$ cat src/mcuxs_cfg.svh
// Purpose: constants for the instruction execution subset block
// Assumes: aclk at 100 MHz, AXI4-Lite register access
// Notes: offsets are byte addresses of aligned 32-bit words
// Summary of operation
// - table read current page: latch high, byte to memory
// - last-page table read, two cycles, flags untouched
// - swap nibbles to memory or accumulator, no flags
// - power-down sets power-down flag, clears timeout flag
// - flags clear only after back-to-back preclears
// - skip takes two cycles, else one
// - program counter low writes take two cycles
// - add with carry into accumulator, four flags
// - add with carry into memory, four flags
// - add memory or immediate into accumulator
// - add accumulator into memory, four flags
// - and with memory into accumulator, zero only
`ifndef MCUXS_CFG_SVH
`define MCUXS_CFG_SVH
`define MCUXS_OFF_CMD 8'h00
`define MCUXS_OFF_OPND 8'h04
`define MCUXS_OFF_ACCUM 8'h08
`define MCUXS_OFF_STAT 8'h0c
`define MCUXS_OFF_MEM 8'h10
`define MCUXS_OFF_TBL 8'h14
`define MCUXS_OFF_CYC 8'h18
`define MCUXS_FLD_C 0
`define MCUXS_FLD_AUX 1
`define MCUXS_FLD_Z 2
`define MCUXS_FLD_OVF 3
`define MCUXS_FLD_PWDN 4
`define MCUXS_FLD_WDTO 5
`define MCUXS_FLD_HALT 6
`define MCUXS_FLD_BUSY 7
`define MCUXS_TWO_CYC 2'h2
`define MCUXS_ONE_CYC 2'h1
`define MCUXS_RESP_OKAY 2'h0
`define MCUXS_RESP_SLVERR 2'h2
`endif

$ cat src/mcuxs_pkg.sv
// Purpose: types for the instruction execution subset block
// Assumes: nothing beyond the constants header
// Notes: opcode codes follow declaration order from 0
package mcuxs_pkg;
    // operations this block executes
    typedef enum logic [3:0] {
        MCUXS_OP_NOP,
        MCUXS_OP_TBL_CUR,
        MCUXS_OP_TBL_LAST,
        MCUXS_OP_SWAP,
        MCUXS_OP_SWAP_A,
        MCUXS_OP_HALT,
        MCUXS_OP_PRE1,
        MCUXS_OP_PRE2,
        MCUXS_OP_SKIP,
        MCUXS_OP_PC_LO,
        MCUXS_OP_ADC,
        MCUXS_OP_ADC_M,
        MCUXS_OP_ADD,
        MCUXS_OP_ADDI,
        MCUXS_OP_ADD_M,
        MCUXS_OP_AND
    } mcuxs_op_type;
    // execution sequencer
    typedef enum logic [1:0] {
        MCUXS_ST_IDLE,
        MCUXS_ST_EXEC,
        MCUXS_ST_WAIT
    } mcuxs_state_type;
    // status flags
    typedef struct packed {
        logic wdto;
        logic pwdn;
        logic ovfl;
        logic z;
        logic aux;
        logic c;
    } mcuxs_flags_type;
endpackage

$ cat src/mcuxs_core.sv
// Purpose: execution of table read, misc, skip, add and and instructions
// Assumes: software issues one instruction at a time over AXI4-Lite
// Notes: table word and skip condition arrive through registers
`include "mcuxs_cfg.svh"
`timescale 1ns/1ns
`default_nettype none
module mcuxs_core
    import mcuxs_pkg::*;
#(
    parameter int TBL_W = 16
) (
    input wire logic aclk,
    input wire logic aresetn,
    input wire logic [7:0] s_axi_awaddr,
    input wire logic s_axi_awvalid,
    output logic s_axi_awready,
    input wire logic [31:0] s_axi_wdata,
    input wire logic [3:0] s_axi_wstrb,
    input wire logic s_axi_wvalid,
    output logic s_axi_wready,
    output logic [1:0] s_axi_bresp,
    output logic s_axi_bvalid,
    input wire logic s_axi_bready,
    input wire logic [7:0] s_axi_araddr,
    input wire logic s_axi_arvalid,
    output logic s_axi_arready,
    output logic [31:0] s_axi_rdata,
    output logic [1:0] s_axi_rresp,
    output logic s_axi_rvalid,
    input wire logic s_axi_rready
);
    // ------------------------------------------------------------
    // state
    // ------------------------------------------------------------
    mcuxs_state_type state_reg, state_next; // sequencer
    mcuxs_op_type op_reg, op_next; // instruction being run
    logic skip_reg, skip_next; // skip condition for skip ops
    logic [7:0] opnd_reg, opnd_next; // immediate operand for the immediate add
    logic [7:0] accumulator_reg, accumulator_next;
    logic [7:0] mem_reg, mem_next; // addressed data memory byte
    logic [TBL_W-1:0] tword_reg, tword_next; // table word presented
    logic [TBL_W-9:0] table_high_latch_reg, table_high_latch_next;
    mcuxs_flags_type flags_reg, flags_next;
    logic halt_reg, halt_next; // power-down state
    logic pre1_reg, pre1_next; // last op was first preclear
    logic [1:0] cyc_reg, cyc_next; // cycles used by last op
    logic aw_reg, aw_next; // write address held
    logic w_reg, w_next; // write data held
    logic [7:0] awa_reg, awa_next;
    logic [31:0] wd_reg, wd_next;
    logic [3:0] ws_reg, ws_next; // byte strobes taken with the data
    logic bv_reg, bv_next;
    logic [1:0] br_reg, br_next;
    logic rv_reg, rv_next;
    logic [31:0] rd_reg, rd_next;
    logic [1:0] rr_reg, rr_next;
    // ------------------------------------------------------------
    // datapath
    // ------------------------------------------------------------
    logic [7:0] add_b; // second addend
    logic cin; // carry in
    logic [4:0] lo_sum; // low nibble sum, bit4 is aux carry
    logic [8:0] sum; // full sum, bit8 is carry
    logic ovf; // signed overflow
    logic wr_go; // write both halves held, response free
    logic launch; // command register written while idle
    // adder shared by all five add forms
    always_comb begin
        add_b = (op_reg == MCUXS_OP_ADDI) ? opnd_reg : mem_reg;
        cin = (op_reg == MCUXS_OP_ADC || op_reg == MCUXS_OP_ADC_M) ?
            flags_reg.c : 1'b0;
        lo_sum = {1'b0, accumulator_reg[3:0]} + {1'b0, add_b[3:0]} +
            {4'h0, cin};
        sum = {1'b0, accumulator_reg} + {1'b0, add_b} + {8'h00, cin};
        // signs of operands agree but differ from the result
        ovf = (accumulator_reg[7] == add_b[7]) &&
            (sum[7] != accumulator_reg[7]);
    end
    // ------------------------------------------------------------
    // bus and execution next state
    // ------------------------------------------------------------
    assign s_axi_awready = !aw_reg;
    assign s_axi_wready = !w_reg;
    assign s_axi_bvalid = bv_reg;
    assign s_axi_bresp = br_reg;
    assign s_axi_arready = !rv_reg;
    assign s_axi_rvalid = rv_reg;
    assign s_axi_rdata = rd_reg;
    assign s_axi_rresp = rr_reg;
    assign wr_go = aw_reg && w_reg && !bv_reg;
    assign launch = wr_go && awa_reg == `MCUXS_OFF_CMD &&
        state_reg == MCUXS_ST_IDLE;
    always_comb begin
        aw_next = aw_reg;
        w_next = w_reg;
        awa_next = awa_reg;
        wd_next = wd_reg;
        ws_next = ws_reg;
        bv_next = bv_reg;
        br_next = br_reg;
        rv_next = rv_reg;
        rd_next = rd_reg;
        rr_next = rr_reg;
        state_next = state_reg;
        op_next = op_reg;
        skip_next = skip_reg;
        opnd_next = opnd_reg;
        accumulator_next = accumulator_reg;
        mem_next = mem_reg;
        tword_next = tword_reg;
        table_high_latch_next = table_high_latch_reg;
        flags_next = flags_reg;
        halt_next = halt_reg;
        pre1_next = pre1_reg;
        cyc_next = cyc_reg;
        // take address and data in either order
        if (s_axi_awvalid && !aw_reg) begin
            aw_next = 1'b1;
            awa_next = s_axi_awaddr;
        end
        if (s_axi_wvalid && !w_reg) begin
            w_next = 1'b1;
            wd_next = s_axi_wdata;
            ws_next = s_axi_wstrb;
        end
        if (bv_reg && s_axi_bready) begin
            bv_next = 1'b0;
        end
        // perform a held write; strobe bit 0 gates the byte registers only, table and command writes ignore strobes
        if (wr_go) begin
            aw_next = 1'b0;
            w_next = 1'b0;
            bv_next = 1'b1;
            br_next = `MCUXS_RESP_OKAY;
            case (awa_reg)
                `MCUXS_OFF_CMD: begin
                    // a command while busy is refused with an error
                    if (launch) begin
                        op_next = mcuxs_op_type'(wd_reg[3:0]);
                        skip_next = wd_reg[8];
                        state_next = MCUXS_ST_EXEC;
                    end else begin
                        br_next = `MCUXS_RESP_SLVERR;
                    end
                end
                `MCUXS_OFF_OPND: begin
                    if (ws_reg[0]) opnd_next = wd_reg[7:0];
                end
                `MCUXS_OFF_ACCUM: begin
                    if (ws_reg[0]) accumulator_next = wd_reg[7:0];
                end
                `MCUXS_OFF_MEM: begin
                    if (ws_reg[0]) mem_next = wd_reg[7:0];
                end
                `MCUXS_OFF_TBL: begin
                    tword_next = wd_reg[TBL_W-1:0];
                end
                `MCUXS_OFF_STAT: begin
                    // software may preset the arithmetic flags
                    if (ws_reg[0]) begin
                        flags_next.c = wd_reg[`MCUXS_FLD_C];
                        flags_next.aux = wd_reg[`MCUXS_FLD_AUX];
                        flags_next.z = wd_reg[`MCUXS_FLD_Z];
                        flags_next.ovfl = wd_reg[`MCUXS_FLD_OVF];
                        halt_next = halt_reg & wd_reg[`MCUXS_FLD_HALT];
                    end
                end
                default: begin
                    br_next = `MCUXS_RESP_SLVERR;
                end
            endcase
        end
        // read channel, one cycle after arvalid
        if (rv_reg && s_axi_rready) begin
            rv_next = 1'b0;
        end
        if (s_axi_arvalid && !rv_reg) begin
            rv_next = 1'b1;
            rr_next = `MCUXS_RESP_OKAY;
            rd_next = 32'h0000_0000;
            case (s_axi_araddr)
                `MCUXS_OFF_CMD: rd_next[3:0] = op_reg;
                `MCUXS_OFF_OPND: rd_next[7:0] = opnd_reg;
                `MCUXS_OFF_ACCUM: rd_next[7:0] = accumulator_reg;
                `MCUXS_OFF_MEM: rd_next[7:0] = mem_reg;
                `MCUXS_OFF_TBL: rd_next[TBL_W-9:0] = table_high_latch_reg;
                `MCUXS_OFF_CYC: rd_next[1:0] = cyc_reg;
                `MCUXS_OFF_STAT: begin
                    rd_next[`MCUXS_FLD_C] = flags_reg.c;
                    rd_next[`MCUXS_FLD_AUX] = flags_reg.aux;
                    rd_next[`MCUXS_FLD_Z] = flags_reg.z;
                    rd_next[`MCUXS_FLD_OVF] = flags_reg.ovfl;
                    rd_next[`MCUXS_FLD_PWDN] = flags_reg.pwdn;
                    rd_next[`MCUXS_FLD_WDTO] = flags_reg.wdto;
                    rd_next[`MCUXS_FLD_HALT] = halt_reg;
                    rd_next[`MCUXS_FLD_BUSY] = state_reg != MCUXS_ST_IDLE;
                end
                default: rr_next = `MCUXS_RESP_SLVERR;
            endcase
        end
        // execute one instruction
        case (state_reg)
            MCUXS_ST_IDLE: begin
                state_next = state_next;
            end
            MCUXS_ST_EXEC: begin
                state_next = MCUXS_ST_IDLE;
                cyc_next = `MCUXS_ONE_CYC;
                pre1_next = 1'b0;
                case (op_reg)
                    MCUXS_OP_TBL_CUR, MCUXS_OP_TBL_LAST: begin
                        // same fetch path; table word supplied through the table register
                        table_high_latch_next = tword_reg[TBL_W-1:8];
                        mem_next = tword_reg[7:0];
                        cyc_next = `MCUXS_TWO_CYC;
                        state_next = MCUXS_ST_WAIT;
                    end
                    MCUXS_OP_SWAP: mem_next = {mem_reg[3:0], mem_reg[7:4]};
                    MCUXS_OP_SWAP_A: begin
                        accumulator_next = {mem_reg[3:0], mem_reg[7:4]};
                    end
                    MCUXS_OP_HALT: begin
                        halt_next = 1'b1;
                        flags_next.pwdn = 1'b1;
                        flags_next.wdto = 1'b0;
                    end
                    MCUXS_OP_PRE1: pre1_next = 1'b1;
                    MCUXS_OP_PRE2: begin
                        if (pre1_reg) begin
                            flags_next.wdto = 1'b0;
                            flags_next.pwdn = 1'b0;
                        end
                    end
                    MCUXS_OP_SKIP: begin
                        if (skip_reg) begin
                            cyc_next = `MCUXS_TWO_CYC;
                            state_next = MCUXS_ST_WAIT;
                        end
                    end
                    MCUXS_OP_PC_LO: begin
                        cyc_next = `MCUXS_TWO_CYC;
                        state_next = MCUXS_ST_WAIT;
                    end
                    MCUXS_OP_ADC, MCUXS_OP_ADD, MCUXS_OP_ADDI,
                    MCUXS_OP_ADC_M, MCUXS_OP_ADD_M: begin
                        if (op_reg == MCUXS_OP_ADC_M ||
                            op_reg == MCUXS_OP_ADD_M) begin
                            mem_next = sum[7:0];
                        end else begin
                            accumulator_next = sum[7:0];
                        end
                        flags_next.c = sum[8];
                        flags_next.aux = lo_sum[4];
                        flags_next.ovfl = ovf;
                        flags_next.z = sum[7:0] == 8'h00;
                    end
                    MCUXS_OP_AND: begin
                        accumulator_next = accumulator_reg & mem_reg;
                        flags_next.z = (accumulator_reg & mem_reg) == 8'h00;
                    end
                    default: begin
                        cyc_next = `MCUXS_ONE_CYC;
                    end
                endcase
            end
            MCUXS_ST_WAIT: state_next = MCUXS_ST_IDLE;
            default: state_next = MCUXS_ST_IDLE;
        endcase
    end
    // ------------------------------------------------------------
    // registers
    // ------------------------------------------------------------
    // synchronous reset to constants only
    always_ff @(posedge aclk) begin
        if (!aresetn) begin
            state_reg <= MCUXS_ST_IDLE;
            op_reg <= MCUXS_OP_NOP;
            skip_reg <= 1'b0;
            opnd_reg <= 8'h00;
            accumulator_reg <= 8'h00;
            mem_reg <= 8'h00;
            tword_reg <= '0;
            table_high_latch_reg <= '0;
            flags_reg <= '0;
            halt_reg <= 1'b0;
            pre1_reg <= 1'b0;
            cyc_reg <= 2'h0;
            aw_reg <= 1'b0;
            w_reg <= 1'b0;
            awa_reg <= 8'h00;
            wd_reg <= 32'h0000_0000;
            ws_reg <= 4'h0;
            bv_reg <= 1'b0;
            br_reg <= 2'h0;
            rv_reg <= 1'b0;
            rd_reg <= 32'h0000_0000;
            rr_reg <= 2'h0;
        end else begin
            state_reg <= state_next;
            op_reg <= op_next;
            skip_reg <= skip_next;
            opnd_reg <= opnd_next;
            accumulator_reg <= accumulator_next;
            mem_reg <= mem_next;
            tword_reg <= tword_next;
            table_high_latch_reg <= table_high_latch_next;
            flags_reg <= flags_next;
            halt_reg <= halt_next;
            pre1_reg <= pre1_next;
            cyc_reg <= cyc_next;
            aw_reg <= aw_next;
            w_reg <= w_next;
            awa_reg <= awa_next;
            wd_reg <= wd_next;
            ws_reg <= ws_next;
            bv_reg <= bv_next;
            br_reg <= br_next;
            rv_reg <= rv_next;
            rd_reg <= rd_next;
            rr_reg <= rr_next;
        end
    end
    // ------------------------------------------------------------
    // assertions
    // ------------------------------------------------------------
    wire logic ex = state_reg == MCUXS_ST_EXEC;
    property p_tbl;
        @(posedge aclk) disable iff (!aresetn)
        ex && op_reg == MCUXS_OP_TBL_CUR |=> mem_reg == $past(tword_reg[7:0])
            && state_reg == MCUXS_ST_WAIT ##1 state_reg == MCUXS_ST_IDLE;
    endproperty
    a_tbl: assert property (p_tbl) else $error("table read wrong");
    property p_tbll;
        @(posedge aclk) disable iff (!aresetn)
        ex && op_reg == MCUXS_OP_TBL_LAST |=> flags_reg == $past(flags_reg)
            && cyc_reg == 2'h2;
    endproperty
    a_tbll: assert property (p_tbll) else $error("last page bad");
    property p_swap_a;
        @(posedge aclk) disable iff (!aresetn)
        ex && op_reg == MCUXS_OP_SWAP_A |=>
            accumulator_reg == {$past(mem_reg[3:0]), $past(mem_reg[7:4])};
    endproperty
    a_swap_a: assert property (p_swap_a) else $error("swap bad");
    property p_halt;
        @(posedge aclk) disable iff (!aresetn)
        ex && op_reg == MCUXS_OP_HALT |=> halt_reg && flags_reg.pwdn;
    endproperty
    a_halt: assert property (p_halt) else $error("halt bad");
    property p_pre;
        @(posedge aclk) disable iff (!aresetn)
        ex && op_reg == MCUXS_OP_PRE2 && !pre1_reg |=>
            flags_reg.wdto == $past(flags_reg.wdto) &&
            flags_reg.pwdn == $past(flags_reg.pwdn);
    endproperty
    a_pre: assert property (p_pre) else $error("preclear bad");
    property p_skip;
        @(posedge aclk) disable iff (!aresetn)
        ex && op_reg == MCUXS_OP_SKIP |=> cyc_reg == ($past(skip_reg) ?
            2'h2 : 2'h1);
    endproperty
    a_skip: assert property (p_skip) else $error("skip cycles");
    property p_pc_lo;
        @(posedge aclk) disable iff (!aresetn)
        ex && op_reg == MCUXS_OP_PC_LO |=> state_reg == MCUXS_ST_WAIT;
    endproperty
    a_pc_lo: assert property (p_pc_lo) else $error("pc cycles");
    property p_adc;
        @(posedge aclk) disable iff (!aresetn)
        ex && op_reg == MCUXS_OP_ADC |=> accumulator_reg ==
            8'($past(accumulator_reg) + $past(mem_reg) + $past(flags_reg.c));
    endproperty
    a_adc: assert property (p_adc) else $error("adc bad");
    property p_and;
        @(posedge aclk) disable iff (!aresetn)
        ex && op_reg == MCUXS_OP_AND |=> flags_reg.c == $past(flags_reg.c)
            && flags_reg.z == (accumulator_reg == 8'h00);
    endproperty
    a_and: assert property (p_and) else $error("and bad");
    c_add: cover property (@(posedge aclk) ex && op_reg == MCUXS_OP_ADD_M);
    c_pre: cover property (@(posedge aclk)
        ex && op_reg == MCUXS_OP_PRE2 && pre1_reg);
    c_skip: cover property (@(posedge aclk)
        ex && op_reg == MCUXS_OP_SKIP && skip_reg);
endmodule
`default_nettype wire

$ cat config.mk
export PLATFORM = sky130hd
export DESIGN_NAME = mcuxs_core
export DESIGN_NICKNAME = d
export VERILOG_FILES = /design/src/mcuxs_pkg.sv /design/src/mcuxs_core.sv
export VERILOG_INCLUDE_DIRS = /design/src
export SDC_FILE = /design/constraint.sdc
export NUM_CORES = 1
export LEC_CHECK = 0
export ABC_AREA = 1
export CAP_MARGIN = 20
export CORE_AREA = 2 2 96 98
export DETAILED_ROUTE_END_ITERATION = 7
export DIE_AREA = 0 0 98 100
export DONT_BUFFER_PORTS = 1
export PLACE_DENSITY = 0.79
export SYNTH_ARGS = -nofsm -noshare
export SYNTH_HDL_FRONTEND = slang
export SYNTH_SLANG_ARGS = --single-unit
$ cat constraint.sdc
create_clock -name aclk -period 5.2 [get_ports aclk]
set_input_delay 1.04 -clock aclk [delete_from_list [all_inputs] [get_ports aclk]]
set_output_delay 1.04 -clock aclk [all_outputs]
set_load 0.05 [all_outputs]
==> impl_metrics.json, run 1 <==
{
  "cts_inserted_buffers": 9,
  "drt-vias-per-instance": 5.808,
  "coreArea_mm2": 0.008890,
  "drt_first_iter_violations": 343,
  "die_h_um": 100,
  "min_period_over_period_pct": 64.11,
  "synth-seq-cells": 103,
  "worst_setup_hold_path_clk_slew_ns": 0.12,
  "hold_class": "reg -> reg",
  "cts_setup_buffers": 0,
  "multi_input_area_mm2": 0.002831,
  "antennaDiodeCount": 0,
  "io_pins": 100,
  "std_cell_rows": 35,
  "final_core_utilization_pct": 64.08,
  "die_width_um": 98,
  "power-per-cell-area_mw_per_mm2": 266.7,
  "slowest_stage": "sky130_fd_sc_hd__fa_1",
  "worst-setup-path-type": "reg -> reg",
  "clock-sinks": 103,
  "grt_first_pass_wirelength_um": 24840,
  "max-slew-margin-rel_pct": 34.88,
  "post-route-min-period_ns": 3.334,
  "fill_cells": 895,
  "worst_path_largest_cell_delay_ns": 0.49,
  "post_drt_wl_per_cell_um": 16.83,
  "dieArea_mm2": 0.009800,
  "synth-main-ff-cell": "sky130_fd_sc_hd__dfxtp_1",
  "first_pass_iters": 5,
  "switching_share_pct": 31.83,
  "crit_chain": "nand2_1 > inv_1 > nand2_1 > nand2_1 > o21ai_0 > fa_1 > fa_1 > inv_1 > nand2_1 > nand2_1 > nand3_1 > nand2_1 > nand2_1 > nand2_1 > nand2_1 > inv_1 > nand2_1 > nand2_1 > nand2_1 > a21oi_1",
  "cts-resized-gates": 0,
  "power_leakage_uw": 0.002358,
  "grt_pass1_vias": 4987,
  "grt_usage_pct": 31.91,
  "cp.arrival_ns": 3.61,
  "yosys_cell_types": 43,
  "cts_hold_buf": 0,
  "seq_area_frac_synth_pct": 37.15,
  "cap_violations": 0,
  "clock.fmax_mhz": 300.0,
  "maximum_clock_insertion_buffer_count": 2,
  "cts.root.buffer_cell": "sky130_fd_sc_hd__clkbuf_8",
  "final_net_count": 872,
  "async_flop_share_pct": 0,
  "globalRouteOverflowTotal": 0,
  "cellInternalPower_uw": 1036,
  "tritoncts": "done",
  "cts_htree_levels": 3,
  "io_buffers": 0,
  "finalHoldViolations": 0,
  "synthesis.area_per_instance_um2": 6.785,
  "peakVddDrop_v": 0.0001615,
  "drc_errors": 0,
  "power.switching_uw": 483.7,
  "gp_routability_congestion": 1.014,
  "finalPower_uw": 1519,
  "grt_max_degree": 78,
  "worst_skew_pair.late_latency_ns": 0.38,
  "pwr-share-clk_pct": 35.0,
  "place_hpwl_um": 11610,
  "setup_total_negative_slack_ns": 0,
  "layout_commonest_cell": "sky130_fd_sc_hd__nand2_1",
  "route.antenna.remaining_nets": 0,
  "ys_warn_count": 0,
  "syn_to_final_growth_pct": 2.637,
  "antenna_violations_before_repair": 0,
  "route.final.wire_length_um": 15490,
  "cp_common_cell": "sky130_fd_sc_hd__nand2_1",
  "share_seq_of_total_power_pct": 56.1,
  "critPathMaxFanout": 16,
  "sequential_area_mm2": 0.002062,
  "syn_area_mm2": 0.005550,
  "postLayoutCellArea_mm2": 0.005697,
  "status": "finished clean",
  "clock_skew_ns": 0.01597,
  "p_comb_share_pct": 8.9,
  "initial_utilization_pct": 62.43,
  "count_of_flip_flops_with_a_built_in_enable_after_synthesis": 0,
  "worst-slew-pin-transition_ns": 0.9708,
  "element_type_at_the_critical_path_start": "register",
  "setup-violations-final": 0,
  "critical_path.endpoint_type": "register",
  "required_ns": 5.47,
  "count_of_vias_placed_by_the_detailed_router": 5343,
  "slew_violations": 0,
  "layout_common_cells": "sky130_fd_sc_hd__nand2_1, sky130_fd_sc_hd__inv_1, sky130_fd_sc_hd__o21ai_0, sky130_fd_sc_hd__dfxtp_1, sky130_fd_sc_hd__a21oi_1",
  "placement.cell_area_mm2": 0.005482,
  "drive_gt1_share_pct": 6.180,
  "grt_setup_unrepaired": "false",
  "netlist_instances": 818
}
## cell usage after synthesis, types with 2 or more instances
library cell | number | share of area (%)
sky130_fd_sc_hd__clkbuf_1 | 19 | 1.3
sky130_fd_sc_hd__nor2_1 | 82 | 5.5
sky130_fd_sc_hd__or2_0 | 3 | 0.34
sky130_fd_sc_hd__a211oi_1 | 8 | 1.1
sky130_fd_sc_hd__o21ai_0 | 106 | 9.6
sky130_fd_sc_hd__buf_4 | 28 | 3.8
sky130_fd_sc_hd__o21ai_1 | 2 | 0.18
sky130_fd_sc_hd__nor2_2 | 6 | 0.68
sky130_fd_sc_hd__inv_1 | 109 | 7.4
sky130_fd_sc_hd__o22ai_1 | 9 | 1.0
sky130_fd_sc_hd__inv_2 | 8 | 0.54
sky130_fd_sc_hd__nand2_1 | 134 | 9.1
sky130_fd_sc_hd__nor2_4 | 4 | 0.81
sky130_fd_sc_hd__nor3_1 | 6 | 0.54
sky130_fd_sc_hd__nand4_1 | 6 | 0.68
sky130_fd_sc_hd__dfxtp_1 | 103 | 37
sky130_fd_sc_hd__o211ai_1 | 17 | 2.3
sky130_fd_sc_hd__ha_1 | 7 | 1.6
sky130_fd_sc_hd__a21oi_1 | 87 | 7.8
sky130_fd_sc_hd__fa_1 | 2 | 0.72
sky130_fd_sc_hd__nand3_2 | 2 | 0.36
sky130_fd_sc_hd__a31oi_1 | 2 | 0.23
sky130_fd_sc_hd__nand3_1 | 41 | 3.7
sky130_fd_sc_hd__nand2_2 | 7 | 0.79
sky130_fd_sc_hd__o21ai_2 | 2 | 0.32
## final timing paths
path	endpoint	from	slack (ns)	cells past startpoint
worst max-delay path	flags_reg[2]$_SDFF_PN0_	op_reg[3]$_SDFFE_PN0P_	1.87	20
worst min-delay path	awa_reg[7]$_SDFFE_PN0P_	awa_reg[7]$_SDFFE_PN0P_	0.45	2
worst max register to register	flags_reg[2]$_SDFF_PN0_	op_reg[3]$_SDFFE_PN0P_	1.87	20
worst min register to register	awa_reg[7]$_SDFFE_PN0P_	awa_reg[7]$_SDFFE_PN0P_	0.45	2
## routing by layer
metal	part of all wire (%)	vias up	track usage [%]
met5	0	-	0
met4	3.3	0	12.39
met3	7.2	37	4.596
met2	46	231	52.58
met1	44	2455	42.66
li1	-	2620	-
## power groups by stage
| stage | Clock [uW] | Sequential [uW] | Combinational [uW] |
|---|---|---|---|
| floorplan | 0 | 860 | 137 |
| global placement | 0 | 869 | 130 |
| detailed placement | 0 | 869 | 133 |
| CTS | 535 | 852 | 134 |
| global route | 561 | 854 | 148 |
| finish | 532 | 853 | 135 |
## cells by family after synthesis
| logic type | Yosys count | share of synthesized area [%] |
|---|---|---|
| and+or+nand+nor | 296 | 23.15 |
| adders and majority gates | 9 | 2.299 |
| other | 1 | 0.06756 |
| buffers and inverters | 169 | 13.53 |
| DFF | 103 | 37.15 |
| AOI/OAI and AO/OA | 239 | 23.65 |
| xor gates and xnor gates | 1 | 0.1578 |
## cell type report
cell class,instances,area share [%]
Clock buffer,9,2.174
Multi-Input combinational cell,571,49.70
Inverter,119,7.885
Sequential cell,103,36.20
Tap cell,111,2.438
Clock inverter,7,1.603
## worst max-delay path, delay by kind of cell (launching register included)
kind,cells,cell delay (ns)
AOI/OAI and AO/OA,2,0.30
adders and majority gates,2,0.89
buffers and inverters,3,0.23
DFF,1,0.44
and+or+nand+nor,13,1.38
## stage by stage
stage / setup WS, ns / std cells / hold WS (ns)
6_report: 1.866 / 920 / 0.4538
2_1_floorplan: 2.482 / 843 / 0.4237
5_1_grt: 1.579 / 920 / 0.4802
3_5_place_dp: 1.966 / 904 / 0.4420
3_3_place_gp: 2.014 / 904 / 0.4316
4_1_cts: 1.918 / 920 / 0.4586
(Power assumes the default switching activity.)
==> run 2: changes to the inputs <==
CORE_AREA = 2 2 101 103   (was 2 2 96 98)
DIE_AREA = 0 0 103 105   (was 0 0 98 100)
PLACE_DENSITY = 0.76   (was 0.79)
clock period = 2.7 ns   (was 5.2 ns; I/O delays follow)
==> run 2 against run 1 <==
  * Non-clock buffer count increased by 29
  * Global-route usage decreased by 0.59 points
  * Sequential power increased by 92%
  * Sequential cell count unchanged
  * Clock power increased by 83%
  * Die area increased by 10%
  * Critical endpoint is now accumulator_reg[6]$_SDFF_PN0_
  * Highest routed layer unchanged
==> impl_metrics.json, run 2 (synthesized netlist as in run 1, its figures left out) <==
{
  "status": "finished clean",
  "route.final.wire_length_um": 16490,
  "initial_utilization_pct": 57.58,
  "place_hpwl_um": 12790,
  "placement.cell_area_mm2": 0.005727,
  "gp_routability_congestion": 0.9762,
  "layout_common_cells": "sky130_fd_sc_hd__nand2_1, sky130_fd_sc_hd__inv_1, sky130_fd_sc_hd__o21ai_0, sky130_fd_sc_hd__dfxtp_1, sky130_fd_sc_hd__a21oi_1",
  "slew_violations": 0,
  "critical_path.endpoint_type": "register",
  "coreArea_mm2": 0.009639,
  "die_width_um": 103,
  "worst_setup_hold_path_clk_slew_ns": 0.11,
  "clock_skew_ns": 0.01235,
  "drt_first_iter_violations": 391,
  "maximum_clock_insertion_buffer_count": 2,
  "grt_max_degree": 78,
  "io_pins": 100,
  "m1_wire_length_um": 7157,
  "clock.fmax_mhz": 401.3,
  "cap_violations": 0,
  "drt-vias-per-instance": 5.587,
  "post-route-min-period_ns": 2.492,
  "cts_inserted_buffers": 9,
  "cp.arrival_ns": 2.78,
  "antennaDiodeCount": 0,
  "globalRouteOverflowTotal": 0,
  "max-slew-margin-rel_pct": 56.88,
  "fill_cells": 946,
  "grt_first_pass_wirelength_um": 25780,
  "timing.final.ws_setup_ns": 0.2082,
  "count_of_vias_placed_by_the_detailed_router": 5425,
  "met2_length_um": 7419,
  "holdWs_ns": 0.2796,
  "grt_usage_pct": 31.32,
  "die_h_um": 105,
  "place_worst_setup_slack_ns": -0.09850,
  "power-per-cell-area_mw_per_mm2": 483.8,
  "hold_class": "in -> reg",
  "power_leakage_uw": 0.002495,
  "tritoncts": "done",
  "cts_htree_levels": 3,
  "antenna_violations_before_repair": 0,
  "grt_pass1_vias": 5119,
  "required_ns": 2.99,
  "worst_skew_pair.late_latency_ns": 0.39,
  "numPlacedInstances": 955,
  "std_cell_rows": 36,
  "finalHoldViolations": 0,
  "setup-violations-final": 0,
  "drive_gt1_share_pct": 10.98,
  "clock-sinks": 103,
  "element_type_at_the_critical_path_start": "register",
  "route.antenna.remaining_nets": 0,
  "postLayoutCellArea_mm2": 0.005958,
  "sequential_area_mm2": 0.002066,
  "met3WireLength_um": 1245,
  "layout_commonest_cell": "sky130_fd_sc_hd__nand2_1",
  "finalPower_uw": 2883,
  "first_pass_iters": 5,
  "peakVddDrop_v": 0.0003644,
  "min_period_over_period_pct": 92.29,
  "cts_setup_buffers": 0,
  "cts.root.buffer_cell": "sky130_fd_sc_hd__clkbuf_8",
  "io_buffers": 0,
  "post_drt_wl_per_cell_um": 16.98,
  "dieArea_mm2": 0.01082,
  "worst-setup-path-type": "reg -> reg",
  "critPathMaxFanout": 3,
  "drc_errors": 0,
  "multi_input_area_mm2": 0.002863,
  "worst-slew-pin-transition_ns": 0.6462,
  "layout.cells.non_filler": 971,
  "syn_to_final_growth_pct": 7.349,
  "top_layer": "met4",
  "final_net_count": 901
}
[run 2: changes by cell type in the layout (fill, tap and decap cells not counted), moves of 2 or more]
| cell | change |
|---|---|
| sky130_fd_sc_hd__nand2_1 | -4 |
| sky130_fd_sc_hd__o21ai_1 | +2 |
| sky130_fd_sc_hd__buf_4 | +29 |
| sky130_fd_sc_hd__clkinv_8 | -2 |
| sky130_fd_sc_hd__dfxtp_2 | +3 |
| sky130_fd_sc_hd__inv_8 | +2 |
| sky130_fd_sc_hd__nand2_2 | +4 |
| sky130_fd_sc_hd__o21ai_0 | -2 |
| sky130_fd_sc_hd__fa_1 | -2 |
| sky130_fd_sc_hd__dfxtp_1 | -3 |
| sky130_fd_sc_hd__fa_2 | +2 |
[run 2: power by group]
part | total (uW) | switching [uW] | internal [uW]
sequential | 1640 | 74.7 | 1570
clock | 972 | 608 | 364
combinational | 270 | 217 | 53.7
total | 2880 | 899 | 1980
[run 2: final cells by class]
cell class,instances,area share (%)
timing repair buffer,29,3.654
sequential,103,34.67
tap,133,2.793
multi-input combinational,571,48.05
inverter,119,7.539
clock buffer,9,2.079
clock inverter,7,1.218
[run 2: what timing repair did]
action,in CTS,in global routing
hold buffers,0,0
resized for setup,2,14
pin swaps,1,2
setup endpoints to repair,3,6
[run 2: metal layers]
metal,GRT usage [%],vias to the layer above
met2,47.73,234
met3,6.421,40
met1,42.76,2476
met4,13.16,0
li1,-,2675
met5,0,-
[run 2: critical path: stages, from the launching register on]
cell,delay [ns]
sky130_fd_sc_hd__dfxtp_2,0.34
sky130_fd_sc_hd__nand2_1,0.09
sky130_fd_sc_hd__inv_2,0.07
sky130_fd_sc_hd__nand2_2,0.07
sky130_fd_sc_hd__nand2_1,0.06
sky130_fd_sc_hd__o21ai_1,0.08
sky130_fd_sc_hd__fa_2,0.40
sky130_fd_sc_hd__fa_2,0.36
sky130_fd_sc_hd__inv_1,0.09
sky130_fd_sc_hd__nand2_2,0.08
sky130_fd_sc_hd__nand2_2,0.08
sky130_fd_sc_hd__nand3_2,0.07
sky130_fd_sc_hd__nand2_1,0.07
sky130_fd_sc_hd__nand2_1,0.07
sky130_fd_sc_hd__nand2_2,0.08
sky130_fd_sc_hd__buf_4,0.12
sky130_fd_sc_hd__o21ai_0,0.08
sky130_fd_sc_hd__o21ai_1,0.15
sky130_fd_sc_hd__inv_1,0.05
[run 2: final timing paths]
check	endpoint	depth (start not counted)	start	slack, ns
hold / removal	wd_reg[10]$_SDFFE_PN0P_	2	s_axi_wdata[10]	0.28
setup reg to reg	accumulator_reg[6]$_SDFF_PN0_	18	op_reg[2]$_SDFFE_PN0P_	0.21
setup / recovery	accumulator_reg[6]$_SDFF_PN0_	18	op_reg[2]$_SDFFE_PN0P_	0.21
hold reg to reg	awa_reg[7]$_SDFFE_PN0P_	2	awa_reg[7]$_SDFFE_PN0P_	0.46
[run 2: through the flow]
step | setup TNS, ns | utilization (%)
2_1_floorplan | 0 | -
3_3_place_gp | -0.06256 | 59.41
3_5_place_dp | -0.1543 | 59.41
4_1_cts | 0 | 61.50
5_1_grt | -0.01983 | 61.81
6_report | 0 | 61.81
==> run 3: changes to the inputs <==
PLACE_DENSITY = default   (was 0.76)
PLACE_DENSITY_LB_ADDON = 0.2   (was default)
==> run 3 against run 2 <==
  * Die area unchanged
  * Fmax decreased by 1.3%
  * Core utilization unchanged
  * Register-to-register slack got worse by 0.03 ns
  * Sequential share of layout area about the same
  * Routed wire length decreased by 0.28%
  * Combinational power about the same
==> impl_metrics.json, run 3 (synthesized netlist as in run 1, its figures left out) <==
{
  "timing.final.ws_setup_ns": 0.1755,
  "element_type_at_the_critical_path_start": "register",
  "io_pins": 100,
  "initial_utilization_pct": 57.58,
  "count_of_vias_placed_by_the_detailed_router": 5459,
  "drive_gt1_share_pct": 10.63,
  "post_drt_wl_per_cell_um": 16.95,
  "required_ns": 3.03,
  "std_cell_rows": 36,
  "setup_total_negative_slack_ns": 0,
  "route.final.wire_length_um": 16450,
  "cp.arrival_ns": 2.85,
  "tritoncts": "done",
  "cp_common_cell": "sky130_fd_sc_hd__nand2_1",
  "status": "finished clean",
  "io_buffers": 0,
  "drt-vias-per-instance": 5.628,
  "final_net_count": 901,
  "numPlacedInstances": 955,
  "hold_class": "in -> reg",
  "die_h_um": 105,
  "grt_first_pass_wirelength_um": 25550,
  "layout.cells.non_filler": 970,
  "drc_errors": 0,
  "timing.critical_path.max_delay_family": "adder cells",
  "crit_chain": "nand2_1 > inv_1 > nand2_2 > nand2_1 > o21ai_1 > fa_2 > fa_2 > nand2_1 > inv_1 > nand2_1 > nor2_1 > nand3_1 > nor2_1 > nand2_1 > nand2_1 > nand2_1 > a21oi_1",
  "drt_first_iter_violations": 414,
  "coreArea_mm2": 0.009639,
  "power-per-cell-area_mw_per_mm2": 492.2,
  "clock-sinks": 103,
  "slowest_stage": "sky130_fd_sc_hd__fa_2",
  "fill_cells": 940,
  "layout_common_cells": "sky130_fd_sc_hd__nand2_1, sky130_fd_sc_hd__inv_1, sky130_fd_sc_hd__o21ai_0, sky130_fd_sc_hd__dfxtp_1, sky130_fd_sc_hd__a21oi_1",
  "final_core_utilization_pct": 61.81,
  "worst-setup-path-type": "reg -> reg",
  "globalRouteOverflowTotal": 0,
  "post-route-min-period_ns": 2.525,
  "worst_path_largest_cell_delay_ns": 0.58,
  "setup-violations-final": 0,
  "first_pass_iters": 6,
  "cts_inserted_buffers": 9,
  "grt_pass1_vias": 5013,
  "cts_htree_levels": 3,
  "dieArea_mm2": 0.01082,
  "sequential_area_mm2": 0.002064,
  "finalHoldViolations": 0,
  "grt_max_degree": 78,
  "die_width_um": 103,
  "cts.root.buffer_cell": "sky130_fd_sc_hd__clkbuf_8",
  "rrSetupSlack_ns": 0.18,
  "antennaDiodeCount": 0,
  "place_worst_setup_slack_ns": -0.05425,
  "route.antenna.remaining_nets": 0,
  "antenna_violations_before_repair": 0,
  "worst-slew-pin-transition_ns": 0.6175,
  "cts_setup_buffers": 0,
  "syn_to_final_growth_pct": 7.349,
  "peakVddDrop_v": 0.0005459,
  "gp_routability_congestion": 1.007,
  "multi_input_area_mm2": 0.002859,
  "slew_violations": 0,
  "grt_usage_pct": 31.01,
  "place_hpwl_um": 12460,
  "worst_skew_pair.late_latency_ns": 0.39,
  "cap_violations": 0,
  "clock_skew_ns": 0.01264,
  "critical_path.endpoint_type": "register",
  "holdWs_ns": 0.2799,
  "clock.fmax_mhz": 396.1,
  "critPathMaxFanout": 3,
  "cp.buffers_inverters": 2,
  "max-slew-margin-rel_pct": 58.79,
  "maximum_clock_insertion_buffer_count": 2,
  "power_leakage_uw": 0.002500,
  "layout_commonest_cell": "sky130_fd_sc_hd__nand2_1",
  "min_period_over_period_pct": 93.50,
  "worst_setup_hold_path_clk_slew_ns": 0.10
}
==> run 3: changes by cell type in the layout (fill, tap and decap cells not counted) <==
cell / change
sky130_fd_sc_hd__a21oi_1: +1
sky130_fd_sc_hd__a21oi_2: -1
sky130_fd_sc_hd__bufinv_16: +1
sky130_fd_sc_hd__clkbuf_8: +1
sky130_fd_sc_hd__clkinv_2: +1
sky130_fd_sc_hd__clkinv_4: -1
sky130_fd_sc_hd__clkinv_8: -1
sky130_fd_sc_hd__clkinvlp_4: -1
sky130_fd_sc_hd__dfxtp_1: +1
sky130_fd_sc_hd__dfxtp_2: -1
sky130_fd_sc_hd__inv_8: -1
==> run 3: area by class of cell <==
type,instances,share of cell area (%)
timing repair buffer,29,3.654
clock buffer,10,2.310
tap,133,2.793
sequential,103,34.65
clock inverter,5,1.071
inverter,119,7.539
multi-input combinational,571,47.98
==> run 3: where the power goes <==
group,internal [uW],switching [uW]
logic,53.7,217
registers,1570,76.2
clock network,461,560
total,2080,853
==> run 3: path summary, 6_finish.rpt <==
kind                                   from                         to  cells past startpoint
setup reg to reg     op_reg[3]$_SDFFE_PN0P_    flags_reg[2]$_SDFF_PN0_                     17
hold / removal                      aresetn      mem_reg[6]$_SDFF_PN0_                      2
hold reg to reg   tword_reg[6]$_SDFFE_PN0P_  tword_reg[6]$_SDFFE_PN0P_                      2
setup / recovery     op_reg[3]$_SDFFE_PN0P_    flags_reg[2]$_SDFF_PN0_                     17
==> run 3: timing repair <==
action	4_1_cts	5_1_grt
pin swaps	1	3
resized for setup	2	12
cloned	0	0
endpoints found under the setup margin	3	7
hold buffers	0	0
==> run 3: metrics by stage <==
stage                     power [uW]  area [um^2]
after floorplan                 1920         5645
final                           2932         5958
after detailed placement        1941         5727
after global placement          1935         5727
after CTS                       2934         5931
after global routing            3022         5958
==> run 3: metal layers <==
| metal | wire length [um] | global-route usage (%) | part of all wire (%) | up-vias |
|---|---|---|---|---|
| met5 | 0 | 0 | 0 | - |
| met4 | 426 | 9.117 | 2.6 | 0 |
| met3 | 1458 | 7.023 | 8.9 | 37 |
| met2 | 7511 | 48.65 | 46 | 257 |
| met1 | 7048 | 42.38 | 43 | 2502 |
| li1 | - | - | - | 2663 |
==> run 3: worst reg2reg max path: stages, from the launching register on <==
cell and delay, ns:
sky130_fd_sc_hd__dfxtp_1 0.34, sky130_fd_sc_hd__nand2_1 0.08, sky130_fd_sc_hd__inv_1 0.09, sky130_fd_sc_hd__nand2_2 0.08
sky130_fd_sc_hd__nand2_1 0.06, sky130_fd_sc_hd__o21ai_1 0.08, sky130_fd_sc_hd__fa_2 0.44, sky130_fd_sc_hd__fa_2 0.58
sky130_fd_sc_hd__nand2_1 0.06, sky130_fd_sc_hd__inv_1 0.04, sky130_fd_sc_hd__nand2_1 0.04, sky130_fd_sc_hd__nor2_1 0.10
sky130_fd_sc_hd__nand3_1 0.07, sky130_fd_sc_hd__nor2_1 0.10, sky130_fd_sc_hd__nand2_1 0.06, sky130_fd_sc_hd__nand2_1 0.08
sky130_fd_sc_hd__nand2_1 0.05, sky130_fd_sc_hd__a21oi_1 0.11
